--- config.mk ---
export PLATFORM = sky130hd
export DESIGN_NAME = gpib_bus_command_decoder
export DESIGN_NICKNAME = d
export VERILOG_FILES = /design/src/logic/gpib_cmd_pkg.sv /design/src/logic/gpib_bus_command_decoder.sv /design/src/logic/uniline_sync.sv /design/src/logic/talk_eoi.sv
export SDC_FILE = /design/constraint.sdc
export NUM_CORES = 1
export LEC_CHECK = 0
export ABC_AREA = 1
export BUFFER_PORTS_ARGS = -buffer_cell sky130_fd_sc_hd__buf_4
export CAP_MARGIN = 25
export CORE_MARGIN = 4
export CORE_UTILIZATION = 52
export CTS_BUF_LIST = sky130_fd_sc_hd__clkbuf_4
export DETAILED_ROUTE_END_ITERATION = 10
export PLACE_DENSITY = 0.86
export SLEW_MARGIN = 20
export SYNTH_ARGS = -nofsm -noshare
export SYNTH_HDL_FRONTEND = slang
export SYNTH_SLANG_ARGS = --single-unit
--- constraint.sdc ---
create_clock -name mclk -period 1.75 [get_ports mclk]
set_input_delay 0.2625 -clock mclk [delete_from_list [all_inputs] [get_ports mclk]]
set_output_delay 0.2625 -clock mclk [all_outputs]
set_load 0.05 [all_outputs]
--- src/logic/gpib_cmd_pkg.sv ---
// constants and carrier types for the bus command decoder
`default_nettype none
package gpib_cmd_pkg;
	localparam logic [6:0] CMD_GTL = 7'h01;
	localparam logic [6:0] CMD_SDC = 7'h04;
	localparam logic [6:0] CMD_GET = 7'h08;
	localparam logic [6:0] CMD_LLO = 7'h11;
	localparam logic [6:0] CMD_DCL = 7'h14;
	localparam logic [6:0] CMD_SPE = 7'h18;
	localparam logic [6:0] CMD_SPD = 7'h19;
	localparam logic [6:0] CMD_UNL = 7'h3F;
	localparam logic [6:0] CMD_UNT = 7'h5F;
	localparam logic [6:0] LISTEN_BASE = 7'h20;
	localparam logic [6:0] TALK_BASE = 7'h40;
	// command group is held in byte bits 6:5
	localparam logic [1:0] GRP_CMD = 2'h0;
	localparam logic [1:0] GRP_LISTEN = 2'h1;
	localparam logic [1:0] GRP_TALK = 2'h2;
	localparam logic [1:0] GRP_SECOND = 2'h3;
	localparam int RSV_BIT = 6;
	localparam logic [7:0] POLL_BASE = 8'h00;
	localparam logic [3:0] SYNC_RESET = 4'hF;
	// uniline levels, positive logic after synchronising
	typedef struct packed {
		logic atn;
		logic ren;
		logic ifc;
		logic eoi;
	} uniline_t;
	typedef struct packed {
		logic [4:0] primary_addr;
		logic lock_on_ren;
		logic gtl_unlocks;
		logic get_unaddressed;
	} cfg_t;
	typedef struct packed {
		logic remote;
		logic lockout;
		logic listen;
		logic talk;
		logic spoll;
	} iface_t;
	typedef struct packed {
		logic [7:0] data;
		logic last;
	} byte_t;
endpackage
`default_nettype wire

--- src/logic/gpib_bus_command_decoder.sv ---
// device-side decoder for uniline and multiline bus commands
`default_nettype none
module gpib_bus_command_decoder
	import gpib_cmd_pkg::*;
(
	input wire logic mclk, // system clock, 25 MHz
	input wire logic reset, // synchronous reset, high
	input wire logic atn_n, // attention pin, low true
	input wire logic ren_n, // remote enable pin, low true
	input wire logic ifc_n, // interface clear pin, low true
	input wire logic eoi_i_n, // end or identify pin level, low true
	input wire logic rx_stb, // one byte accepted by the handshake logic
	input wire logic [7:0] rx_byte, // accepted byte, high true
	input wire cfg_t cfg, // address and option straps
	input wire logic service_req, // instrument wants service
	output logic srq_o, // srq pin drive value
	output logic srq_oe_n, // srq pin enable, low while driving
	output logic eoi_o, // eoi pin drive value
	output logic eoi_oe_n, // eoi pin enable, low while driving
	output iface_t state, // remote, lockout, listen, talk, poll
	output logic panel_off, // front panel controls disabled
	output logic local_key_en, // local-return key usable
	output logic dev_clear, // pulse: restore power-up defaults
	output logic trigger, // pulse: start trigger action
	output byte_t data_out, // data byte for the command parser
	output logic data_valid, // pulse: data_out holds a new byte
	input wire byte_t tx_src, // instrument byte to talk
	input wire logic tx_valid, // instrument offers a byte
	output logic tx_ready, // talker stage takes the byte
	output byte_t talk_byte, // byte toward the handshake logic
	output logic talk_valid, // talk_byte is held
	input wire logic talk_ready // handshake logic took talk_byte
);
	typedef struct packed {
		iface_t ifs;
		logic ren_d;
		logic clr;
		logic trig;
		byte_t rx;
		logic rx_valid;
	} dec_state_t;
	dec_state_t s_ff;
	dec_state_t nxt_s;
	uniline_t lines;
	logic [6:0] cb;
	logic cmd_stb;
	logic data_stb;
	byte_t poll_byte;
	byte_t talk_src;
	logic talk_src_valid;
	logic talk_src_ready;

	// address byte from the primary address and a group base
	function automatic logic [6:0] addr_of(input logic [6:0] base, input logic [4:0] pa);
		addr_of = base | {2'h0, pa};
	endfunction

	// command bytes are judged on seven bits; bit 8 of the bus is ignored
	function automatic logic is_cmd(input logic [7:0] b, input logic [6:0] code);
		is_cmd = (b[6:0] == code);
	endfunction

	// pins come from the bus, so they pass two flip-flops first
	uniline_sync u_sync (
		.mclk(mclk),
		.reset(reset),
		.pins_n({atn_n, ren_n, ifc_n, eoi_i_n}),
		.lines(lines)
	);

	assign cb = rx_byte[6:0];
	assign cmd_stb = rx_stb && lines.atn;
	assign data_stb = rx_stb && !lines.atn;

	// interface state update; ifc is applied last so it overrides commands
	always_comb begin
		nxt_s = s_ff;
		nxt_s.clr = 1'b0;
		nxt_s.trig = 1'b0;
		nxt_s.rx_valid = 1'b0;
		nxt_s.ren_d = lines.ren;
		// leaving remote when ren drops also ends any lockout
		if (lines.ren && !s_ff.ren_d) begin
			nxt_s.ifs.remote = 1'b1;
		end
		if (!lines.ren) begin
			nxt_s.ifs.remote = 1'b0;
			nxt_s.ifs.lockout = 1'b0;
		end
		if (cmd_stb) begin
			case (cb[6:5])
				GRP_CMD: begin
					case (cb)
						// universal group acts with no addressing
						CMD_LLO: begin
							if (lines.ren) begin
								nxt_s.ifs.lockout = 1'b1;
							end
						end
						CMD_DCL: begin
							nxt_s.clr = 1'b1;
							nxt_s.ifs.spoll = 1'b0;
						end
						CMD_SPE: nxt_s.ifs.spoll = 1'b1;
						CMD_SPD: nxt_s.ifs.spoll = 1'b0;
						// addressed group needs our listen address first; GET also acts unaddressed when get_unaddressed is set
						CMD_SDC: begin
							if (s_ff.ifs.listen) begin
								nxt_s.clr = 1'b1;
								nxt_s.ifs.spoll = 1'b0;
							end
						end
						CMD_GTL: begin
							if (s_ff.ifs.listen) begin
								nxt_s.ifs.remote = 1'b0;
								if (cfg.gtl_unlocks) begin
									nxt_s.ifs.lockout = 1'b0;
								end
							end
						end
						CMD_GET: begin
							if (s_ff.ifs.listen || cfg.get_unaddressed) begin
								nxt_s.trig = 1'b1;
							end
						end
						default: begin
							// other command codes are not implemented
						end
					endcase
				end
				GRP_LISTEN: begin
					if (cb == CMD_UNL) begin
						nxt_s.ifs.listen = 1'b0;
					end else if (cb == addr_of(LISTEN_BASE, cfg.primary_addr)) begin
						nxt_s.ifs.listen = 1'b1;
						if (lines.ren) begin
							nxt_s.ifs.remote = 1'b1;
						end
					end
				end
				GRP_TALK: begin
					if (cb == CMD_UNT) begin
						nxt_s.ifs.talk = 1'b0;
					end else if (cb == addr_of(TALK_BASE, cfg.primary_addr)) begin
						nxt_s.ifs.talk = 1'b1;
					end else begin
						nxt_s.ifs.talk = 1'b0;
					end
				end
				default: begin
					// secondary addresses are unused and leave all state alone
				end
			endcase
		end else if (data_stb && s_ff.ifs.listen) begin
			nxt_s.rx.data = rx_byte;
			nxt_s.rx.last = lines.eoi;
			nxt_s.rx_valid = 1'b1;
		end
		if (lines.ifc) begin
			nxt_s.ifs.listen = 1'b0;
			nxt_s.ifs.talk = 1'b0;
			nxt_s.ifs.spoll = 1'b0;
		end
	end

	always_ff @(posedge mclk) begin
		if (reset) begin
			s_ff <= '0;
		end else begin
			s_ff <= nxt_s;
		end
	end

	// poll mode replaces instrument data with a single status byte
	always_comb begin
		poll_byte.data = POLL_BASE;
		poll_byte.data[RSV_BIT] = service_req;
		poll_byte.last = 1'b1;
		if (s_ff.ifs.spoll) begin
			talk_src = poll_byte;
			talk_src_valid = 1'b1;
		end else begin
			talk_src = tx_src;
			talk_src_valid = tx_valid;
		end
	end

	talk_eoi u_talk (
		.mclk(mclk),
		.reset(reset),
		.talk_active(s_ff.ifs.talk),
		.src(talk_src),
		.src_valid(talk_src_valid),
		.src_ready(talk_src_ready),
		.out(talk_byte),
		.out_valid(talk_valid),
		.out_ready(talk_ready),
		.eoi_o(eoi_o),
		.eoi_oe_n(eoi_oe_n)
	);

	// instrument sees no ready while the poll byte owns the talker
	assign tx_ready = talk_src_ready && !s_ff.ifs.spoll;

	// srq follows the request level; the controller finds us by polling
	assign srq_o = 1'b0;
	assign srq_oe_n = !service_req;

	assign state = s_ff.ifs;
	// lockout kills even the local key; ren alone spares it
	assign panel_off = s_ff.ifs.lockout || (s_ff.ifs.remote && cfg.lock_on_ren);
	assign local_key_en = !s_ff.ifs.lockout;
	assign dev_clear = s_ff.clr;
	assign trigger = s_ff.trig;
	assign data_out = s_ff.rx;
	assign data_valid = s_ff.rx_valid;
endmodule
`default_nettype wire

--- src/logic/uniline_sync.sv ---
// two-stage synchroniser for the active-low uniline bus pins
`default_nettype none
module uniline_sync
	import gpib_cmd_pkg::*;
(
	input wire logic mclk, // system clock
	input wire logic reset, // synchronous reset
	input wire logic [3:0] pins_n, // atn, ren, ifc, eoi pins, low true
	output uniline_t lines // synchronised, high true
);
	typedef struct packed {
		logic [3:0] meta;
		logic [3:0] stable;
	} sync_state_t;
	sync_state_t s_ff;
	sync_state_t nxt_s;

	// first stage is read only by the second; idle bus is all high
	always_comb begin
		nxt_s = s_ff;
		nxt_s.meta = pins_n;
		nxt_s.stable = s_ff.meta;
	end

	always_ff @(posedge mclk) begin
		if (reset) begin
			s_ff.meta <= SYNC_RESET;
			s_ff.stable <= SYNC_RESET;
		end else begin
			s_ff <= nxt_s;
		end
	end

	assign lines = ~s_ff.stable;
endmodule
`default_nettype wire

--- src/logic/talk_eoi.sv ---
// one-byte talker output stage that drives EOI with the final byte
`default_nettype none
module talk_eoi
	import gpib_cmd_pkg::*;
(
	input wire logic mclk, // system clock
	input wire logic reset, // synchronous reset
	input wire logic talk_active, // talker-active state
	input wire byte_t src, // byte and last flag to send
	input wire logic src_valid, // source offers a byte
	output logic src_ready, // stage can take a byte
	output byte_t out, // byte toward the handshake logic
	output logic out_valid, // byte held for the handshake logic
	input wire logic out_ready, // handshake logic took the byte
	output logic eoi_o, // eoi pin drive value
	output logic eoi_oe_n // eoi pin enable, low while driving
);
	typedef struct packed {
		byte_t hold;
		logic full;
	} talk_state_t;
	talk_state_t s_ff;
	talk_state_t nxt_s;

	// a held byte is dropped if talking stops so stale data never leaves
	always_comb begin
		nxt_s = s_ff;
		if (!talk_active) begin
			nxt_s.full = 1'b0;
		end else if (src_valid && src_ready) begin
			nxt_s.hold = src;
			nxt_s.full = 1'b1;
		end else if (out_ready && s_ff.full) begin
			nxt_s.full = 1'b0;
		end
	end

	always_ff @(posedge mclk) begin
		if (reset) begin
			s_ff <= '0;
		end else begin
			s_ff <= nxt_s;
		end
	end

	assign src_ready = talk_active && (!s_ff.full || out_ready);
	assign out = s_ff.hold;
	assign out_valid = s_ff.full;
	// eoi is pulled low only alongside the final byte
	assign eoi_o = 1'b0;
	assign eoi_oe_n = !(s_ff.full && s_ff.hold.last && talk_active);
endmodule
`default_nettype wire

==> out/results.tsv, run 1 <==
metric	value	unit
outcome	completed	
grt_antenna_before_repair	0	
fin_setup_tns	0	ps
dpl_cell_area	0.00201	mm^2
placed_cells	295	
min_path_type	input pin to flop	
finish.utilization	73.2	%
synth-seq-area-share	45.1	%
die_area	0.00403	mm^2
finalNetCount	306	
design_area	0.00209	mm^2
grt_max_degree	20	
clkTransAtPathRegs	110	ps
fmax	0.712	GHz
route.detailed.drc	0	
path_cells	nand2_1 -> nor2_1 -> buf_4	
start_util	56.1	%
die_h	63.5	um
die_w	63.5	um
critPathMaxStageDelay	410	ps
area_growth	30.5	%
ys_ff_latch	36	
synth.area.top_cells	dfxtp_1 (45%), nand2_1 (9.4%), buf_4 (7.5%), a21oi_1 (6.3%), inv_1 (5.9%)	
grt_overflow	0	
via_count	1458	
cts_root_buffer	clkbuf_4	
routed_wl	3450	um
multi_input_area	639	um^2
crit_required	1490	ps
fillers	259	
vias_per_cell	4.81	
cts_buffers	5	
grt_pass1_vias	1297	
gp_congestion	0.908	
fin_crit_sh	80.3	%
period_needed	1400	ps
ant_nets	0	
yosysTopAreaCellShare	45.1	%
setup_violations	0	
drive_gt1_share	35.3	%
clock_latency	340	ps
ir_drop	652	uV
cts_tree	yes	
cts.path.max_buffers	2	
worst-path-max-fanout	5	
drtIter0Drc	49	
yosysUniqueCellTypes	24	
critPathSlowestCell	dfxtp_1	
cts.sinks	36	
yosysTopAreaCell	dfxtp_1	
hold_viol_final	0	
wire_per_inst	11.4	um
power_density	745	mW/mm^2
critPathTopFamily	flip-flops	
final_common_cell	buf_4	
path_class	flop to primary output	
track_usage	17.6	%
cp-start-kind	flop	
synth_warnings	0	
synthesis.area	0.00160	mm^2
dr.pass1.iters	4	
regArea	721	um^2
grt_first_pass_wirelength	5550	um
num_antenna_cells	0	
cp-end-kind	primary output	
portBuffers	66	
ctsResizeCount	0	
rsz0062_at_grt	false	
cap_viol_max_count	0	
layout_common_cells	buf_4 (67), nand2_1 (40), dfxtp_1 (36), inv_1 (25), a21oi_1 (20)	
syn_inst	216	
cts_max_level	2	
slew_violations	0	
p_leak	0.963	nW
worst_ep_arrival_time	1140	ps
clock_skew	8.71	ps
instances_no_fill	303	
postCtsSetupBuffers	0	
cts_hold_buf	0	
io_pins	69	
worst-path-buf-inv	1	
dp_hpwl	2710	um
core	0.00285	mm^2
syn_area_per_cell	7.40	um^2
row_count	19	
-- path summary, 6_finish.rpt --
kind                                    from                         end  slack, ps  cells after the start
setup / recovery       state[1]$_SDFFE_PP0P_                    tx_ready        350                      3
setup reg to reg       state[0]$_SDFFE_PP0P_  u_talk.out[5]$_SDFFE_PP0P_        580                      6
hold reg to reg   u_sync.nxt_s[3]$_SDFF_PP1_   u_sync.s_ff[3]$_SDFF_PP1_        410                      1
hold / removal                       eoi_i_n  u_sync.nxt_s[0]$_SDFF_PP1_         90                      2
-- flip-flops by register name, summed over array words and instances, names as in the netlist, 4 cells and up --
| register | count |
|---|---|
| u_talk.out | 9 |
| u_sync.s_ff | 4 |
| state | 5 |
| data_out | 9 |
| u_sync.nxt_s | 4 |
-- synthesized netlist by cell type, drive strengths merged --
library cell / n
a21boi: 1
inv: 28
a21oi: 20
xor2: 1
buf: 19
conb: 1
dfxtp: 36
a2111oi: 1
o21a: 1
or2: 11
xnor2: 2
o21ai: 12
nand3b: 1
nand2: 41
nor3: 2
clkbuf: 1
nand3: 15
nor2: 22
a31oi: 1
-- power by group --
group | switching (mW) | total, mW | leakage [nW] | internal [mW]
Combinational | 0.0794 | 0.155 | 0.630 | 0.0752
Sequential | 0.00285 | 0.832 | 0.292 | 0.829
Clock | 0.270 | 0.568 | 0.0412 | 0.298
-- per-layer routing --
metal	track usage, %	wire length [um]
met5	0	0
met4	8.09	55
met3	5.33	259
met2	28.2	1660
met1	21.6	1480
-- final cells by class --
| class | instances | share of cell area, % |
|---|---|---|
| clock buffers | 5 | 1.80 |
| inverters | 28 | 5.04 |
| flip-flops and latches | 36 | 34.5 |
| multi-input cells | 133 | 30.6 |
| well taps | 31 | 1.86 |
| repair buffers | 67 | 24.1 |
| clock inverters | 3 | 2.04 |
-- cells by family (layout without fill, tap and decap cells) --
kind of cell | Yosys count | count (layout) | synth area share, %
and+or+nand+nor | 92 | 92 | 26.0
buffers and inverters | 48 | 103 | 15.2
AOI/OAI and AO/OA | 36 | 36 | 11.9
DFF | 36 | 36 | 45.1
xor gates and xnor gates | 3 | 3 | 1.64
other | 1 | 2 | 0.235
-- through the flow --
stage,setup slack (ps),total power [mW],hold WS (ps)
5_1_grt,252,1.62,77.7
3_5_place_dp,435,1.00,396
2_1_floorplan,136,0.929,366
3_3_place_gp,505,1.00,391
4_1_cts,321,1.57,80.4
6_report,345,1.55,93.3
(Power assumes the default switching activity.)
==> run 2: changes to the inputs <==
ABC_AREA = 0   (was 1)
CORE_UTILIZATION = 49   (was 52)
PLACE_DENSITY = 0.82   (was 0.86)
clock period = 1.45 ns   (was 1.75 ns; I/O delays follow)
==> run 2 against run 1 <==
  * The flow now finishes with violations (negative setup slack)
  * Clock skew down 1.2 ps
  * Largest power group unchanged
  * Critical path type is now flop to flop
  * Flip-flop and latch count unchanged
  * First-iteration DRC count up 69%
  * Worst hold slack got worse by 19 ps
  * Area after synthesis is 0.63% lower
  * Global-route usage is 0.19 points lower
==> out/results.tsv, run 2 <==
metric	value	unit	change
wire_per_inst	11.9	um	was 11.4 um
netlist_top_cells_count	dfxtp_1 (36), nand2_1 (31), a21oi_1 (18), buf_4 (16), nor2_1 (11)		was nand2_1 (40), dfxtp_1 (36), inv_1 (25), a21oi_1 (20)
grt_pass1_vias	1391		was 1297
clock_latency	320	ps	was 340 ps
clkTransAtPathRegs	100	ps	was 110 ps
violations	negative setup slack		
cts_buffers	5		unchanged
die_w	64.9	um	was 63.5 um
cts_root_buffer	clkbuf_4		unchanged
placed_cells	289		was 295
drtIter0Drc	83		was 49
path_cells	or4b_4 -> nor4_4 -> nand2_1 -> a32o_1		was nand2_1 -> nor2_1 -> buf_4
outcome	complete, but fails checks		was completed
worst_ep_arrival_time	1710	ps	was 1140 ps
syn_inst	184		was 216
gp_congestion	0.795		was 0.908
power	1.71	mW	was 1.55 mW
p_leak	0.963	nW	about the same
cts.path.max_buffers	2		unchanged
min_path_type	input pin to flop		unchanged
finalNetCount	288		was 306
grt_overflow	0		unchanged
yosysTopAreaCell	dfxtp_1		unchanged
worst-path-buf-inv	0		was 1
path_class	flop to flop		was flop to primary output
yosysUniqueCellTypes	36		was 24
core	0.00308	mm^2	was 0.00285 mm^2
ir_drop	750	uV	was 652 uV
design_area	0.00222	mm^2	was 0.00209 mm^2
dpl_cell_area	0.00213	mm^2	was 0.00201 mm^2
finalWorstSetupSlack	-40.2	ps	was 345 ps
route.detailed.drc	0		unchanged
rsz0062_at_grt	true		was false
routed_wl	3550	um	was 3450 um
cap_viol_max_count	0		unchanged
via_count	1421		was 1458
drive_gt1_share	46.5	%	was 35.3%
synth_edf_count	0		unchanged
synth_warnings	0		unchanged
synth.area.top_cells	dfxtp_1 (45%), buf_4 (7.6%), nand2_1 (7.3%), a21oi_1 (5.7%), or3b_2 (3.9%)		was dfxtp_1 (45%), nand2_1 (9.4%), buf_4 (7.5%), a21oi_1 (6.3%), inv_1 (5.9%)
critPathSlowestCell	or4b_4		was dfxtp_1
ys_ff_latch	36		unchanged
start_util	51.6	%	was 56.1%
layout_common_cells	buf_4 (83), dfxtp_1 (34), nand2_1 (31), a21oi_1 (17), nor2_1 (10)		was buf_4 (67), nand2_1 (40), dfxtp_1 (36), inv_1 (25), a21oi_1 (20)
cp-end-kind	flop		was primary output
grt_first_pass_wirelength	5880	um	was 5550 um
slew_violations	0		unchanged
cp-start-kind	flop		unchanged
io_pins	69		unchanged
yosysMostFrequentCell	dfxtp_1		was nand2_1
die_h	64.9	um	was 63.5 um
period_needed	1490	ps	
area_growth	39.6	%	was 30.5%
synthesis.area	0.00159	mm^2	was 0.00160 mm^2
die_area	0.00422	mm^2	was 0.00403 mm^2
vias_per_cell	4.77		was 4.81
critPathMaxStageDelay	560	ps	was 410 ps
fin_crit_sh	103	%	
dr.pass1.iters	4		unchanged
power_density	773	mW/mm^2	was 745 mW/mm^2
grt_max_degree	33		was 20
num_antenna_cells	0		unchanged
cts_tree	yes		unchanged
setup_violations	2		was 0
critPathTopFamily	simple AND/OR/NAND/NOR gates		was flip-flops
worst-path-max-fanout	4		was 5
cts_hold_buf	0		unchanged
ys_async_sr_fraction	0	%	unchanged
synthFlopType	dfxtp_1		unchanged
clock_skew	7.52	ps	was 8.71 ps
ant_nets	0		unchanged
cts_max_level	2		unchanged
portBuffers	66		unchanged
fmax	0.671	GHz	
row_count	20		was 19
hold_viol_final	0		unchanged
dp_hpwl	2790	um	was 2710 um
synth-seq-area-share	45.4	%	was 45.1%
crit_required	1670	ps	was 1490 ps
grt_antenna_before_repair	0		unchanged
place_ws	-101	ps	was 435 ps
fillers	272		was 259
track_usage	17.4	%	was 17.6%
yosysTopAreaCellShare	45.4	%	was 45.1%
final_common_cell	buf_4		unchanged
cts.sinks	36		unchanged
instances_no_fill	298		was 303
syn_area_per_cell	8.64	um^2	was 7.40 um^2
[run 2: changes by cell type after synthesis, moves of 3 or more]
| cell | before | now |
|---|---|---|
| inv_1 | 25 | 4 |
| nand3_1 | 15 | 4 |
| o21ai_0 | 12 | 2 |
| nand2_1 | 40 | 31 |
| clkbuf_1 | 1 | 8 |
| or3b_2 | 0 | 7 |
| nor2_2 | 6 | 0 |
| nor2_1 | 16 | 11 |
| nor3_1 | 2 | 6 |
| xor2_1 | 1 | 5 |
| inv_2 | 3 | 0 |
[run 2: final timing paths]
check,from,to,slack [ps],cells past startpoint
min reg2reg,u_sync.nxt_s[1]$_SDFF_PP1_,u_sync.s_ff[1]$_SDFF_PP1_,420,1
min,ren_n,u_sync.nxt_s[2]$_SDFF_PP1_,70,2
max,u_sync.s_ff[3]$_SDFF_PP1_,state[3]$_SDFF_PP0_,-40,4
max reg2reg,u_sync.s_ff[3]$_SDFF_PP1_,state[3]$_SDFF_PP0_,-40,4
[run 2: area by class of cell]
cell class	instances	area, um^2	share of cell area [%]
inverters	4	15.0	0.677
multi-input cells	121	721	32.5
clock buffers	7	52.6	2.37
repair buffers	85	646	29.1
well taps	44	55.1	2.48
clock inverters	1	3.75	0.169
flip-flops and latches	36	726	32.7
[run 2: cells by family (layout without fill, tap and decap cells)]
logic type,count (synthesis),in the layout,synth area share [%]
simple gates,83,83,29.3
flops,36,36,45.4
compound gates,29,29,10.6
buf+inv,28,97,10.4
xor+xnor,5,5,2.76
mux,2,2,1.34
other cells,1,2,0.236
[run 2: per-layer routing]
metal / track usage [%] / wire length (um) / vias up
li1: - / - / 739
met1: 20.0 / 1480 / 642
met2: 31.5 / 1840 / 38
met3: 4.68 / 208 / 2
met4: 4.49 / 16 / 0
met5: 0 / 0 / -
[run 2: metrics by stage]
stage               hold slack, ps  TNS, ps  utilization [%]
finish                        74.2    -58.1             72.1
global route                  52.0     -150             72.1
CTS                           61.8    -87.0             71.1
detailed placement             398     -161             69.3
global placement               391    -87.6             69.3
floorplan                      307        0                -
[run 2: report_power, final]
group	switching [mW]	internal, mW	leakage, nW
registers	0.00356	0.998	0.293
logic	0.0944	0.107	0.636
clock network	0.288	0.224	0.0338
total	0.386	1.33	0.963
[run 2: what timing repair did]
action | CTS | global route
gates resized for setup | 0 | 6
setup buffers | 0 | 1
endpoints found under the setup margin | 2 | 10
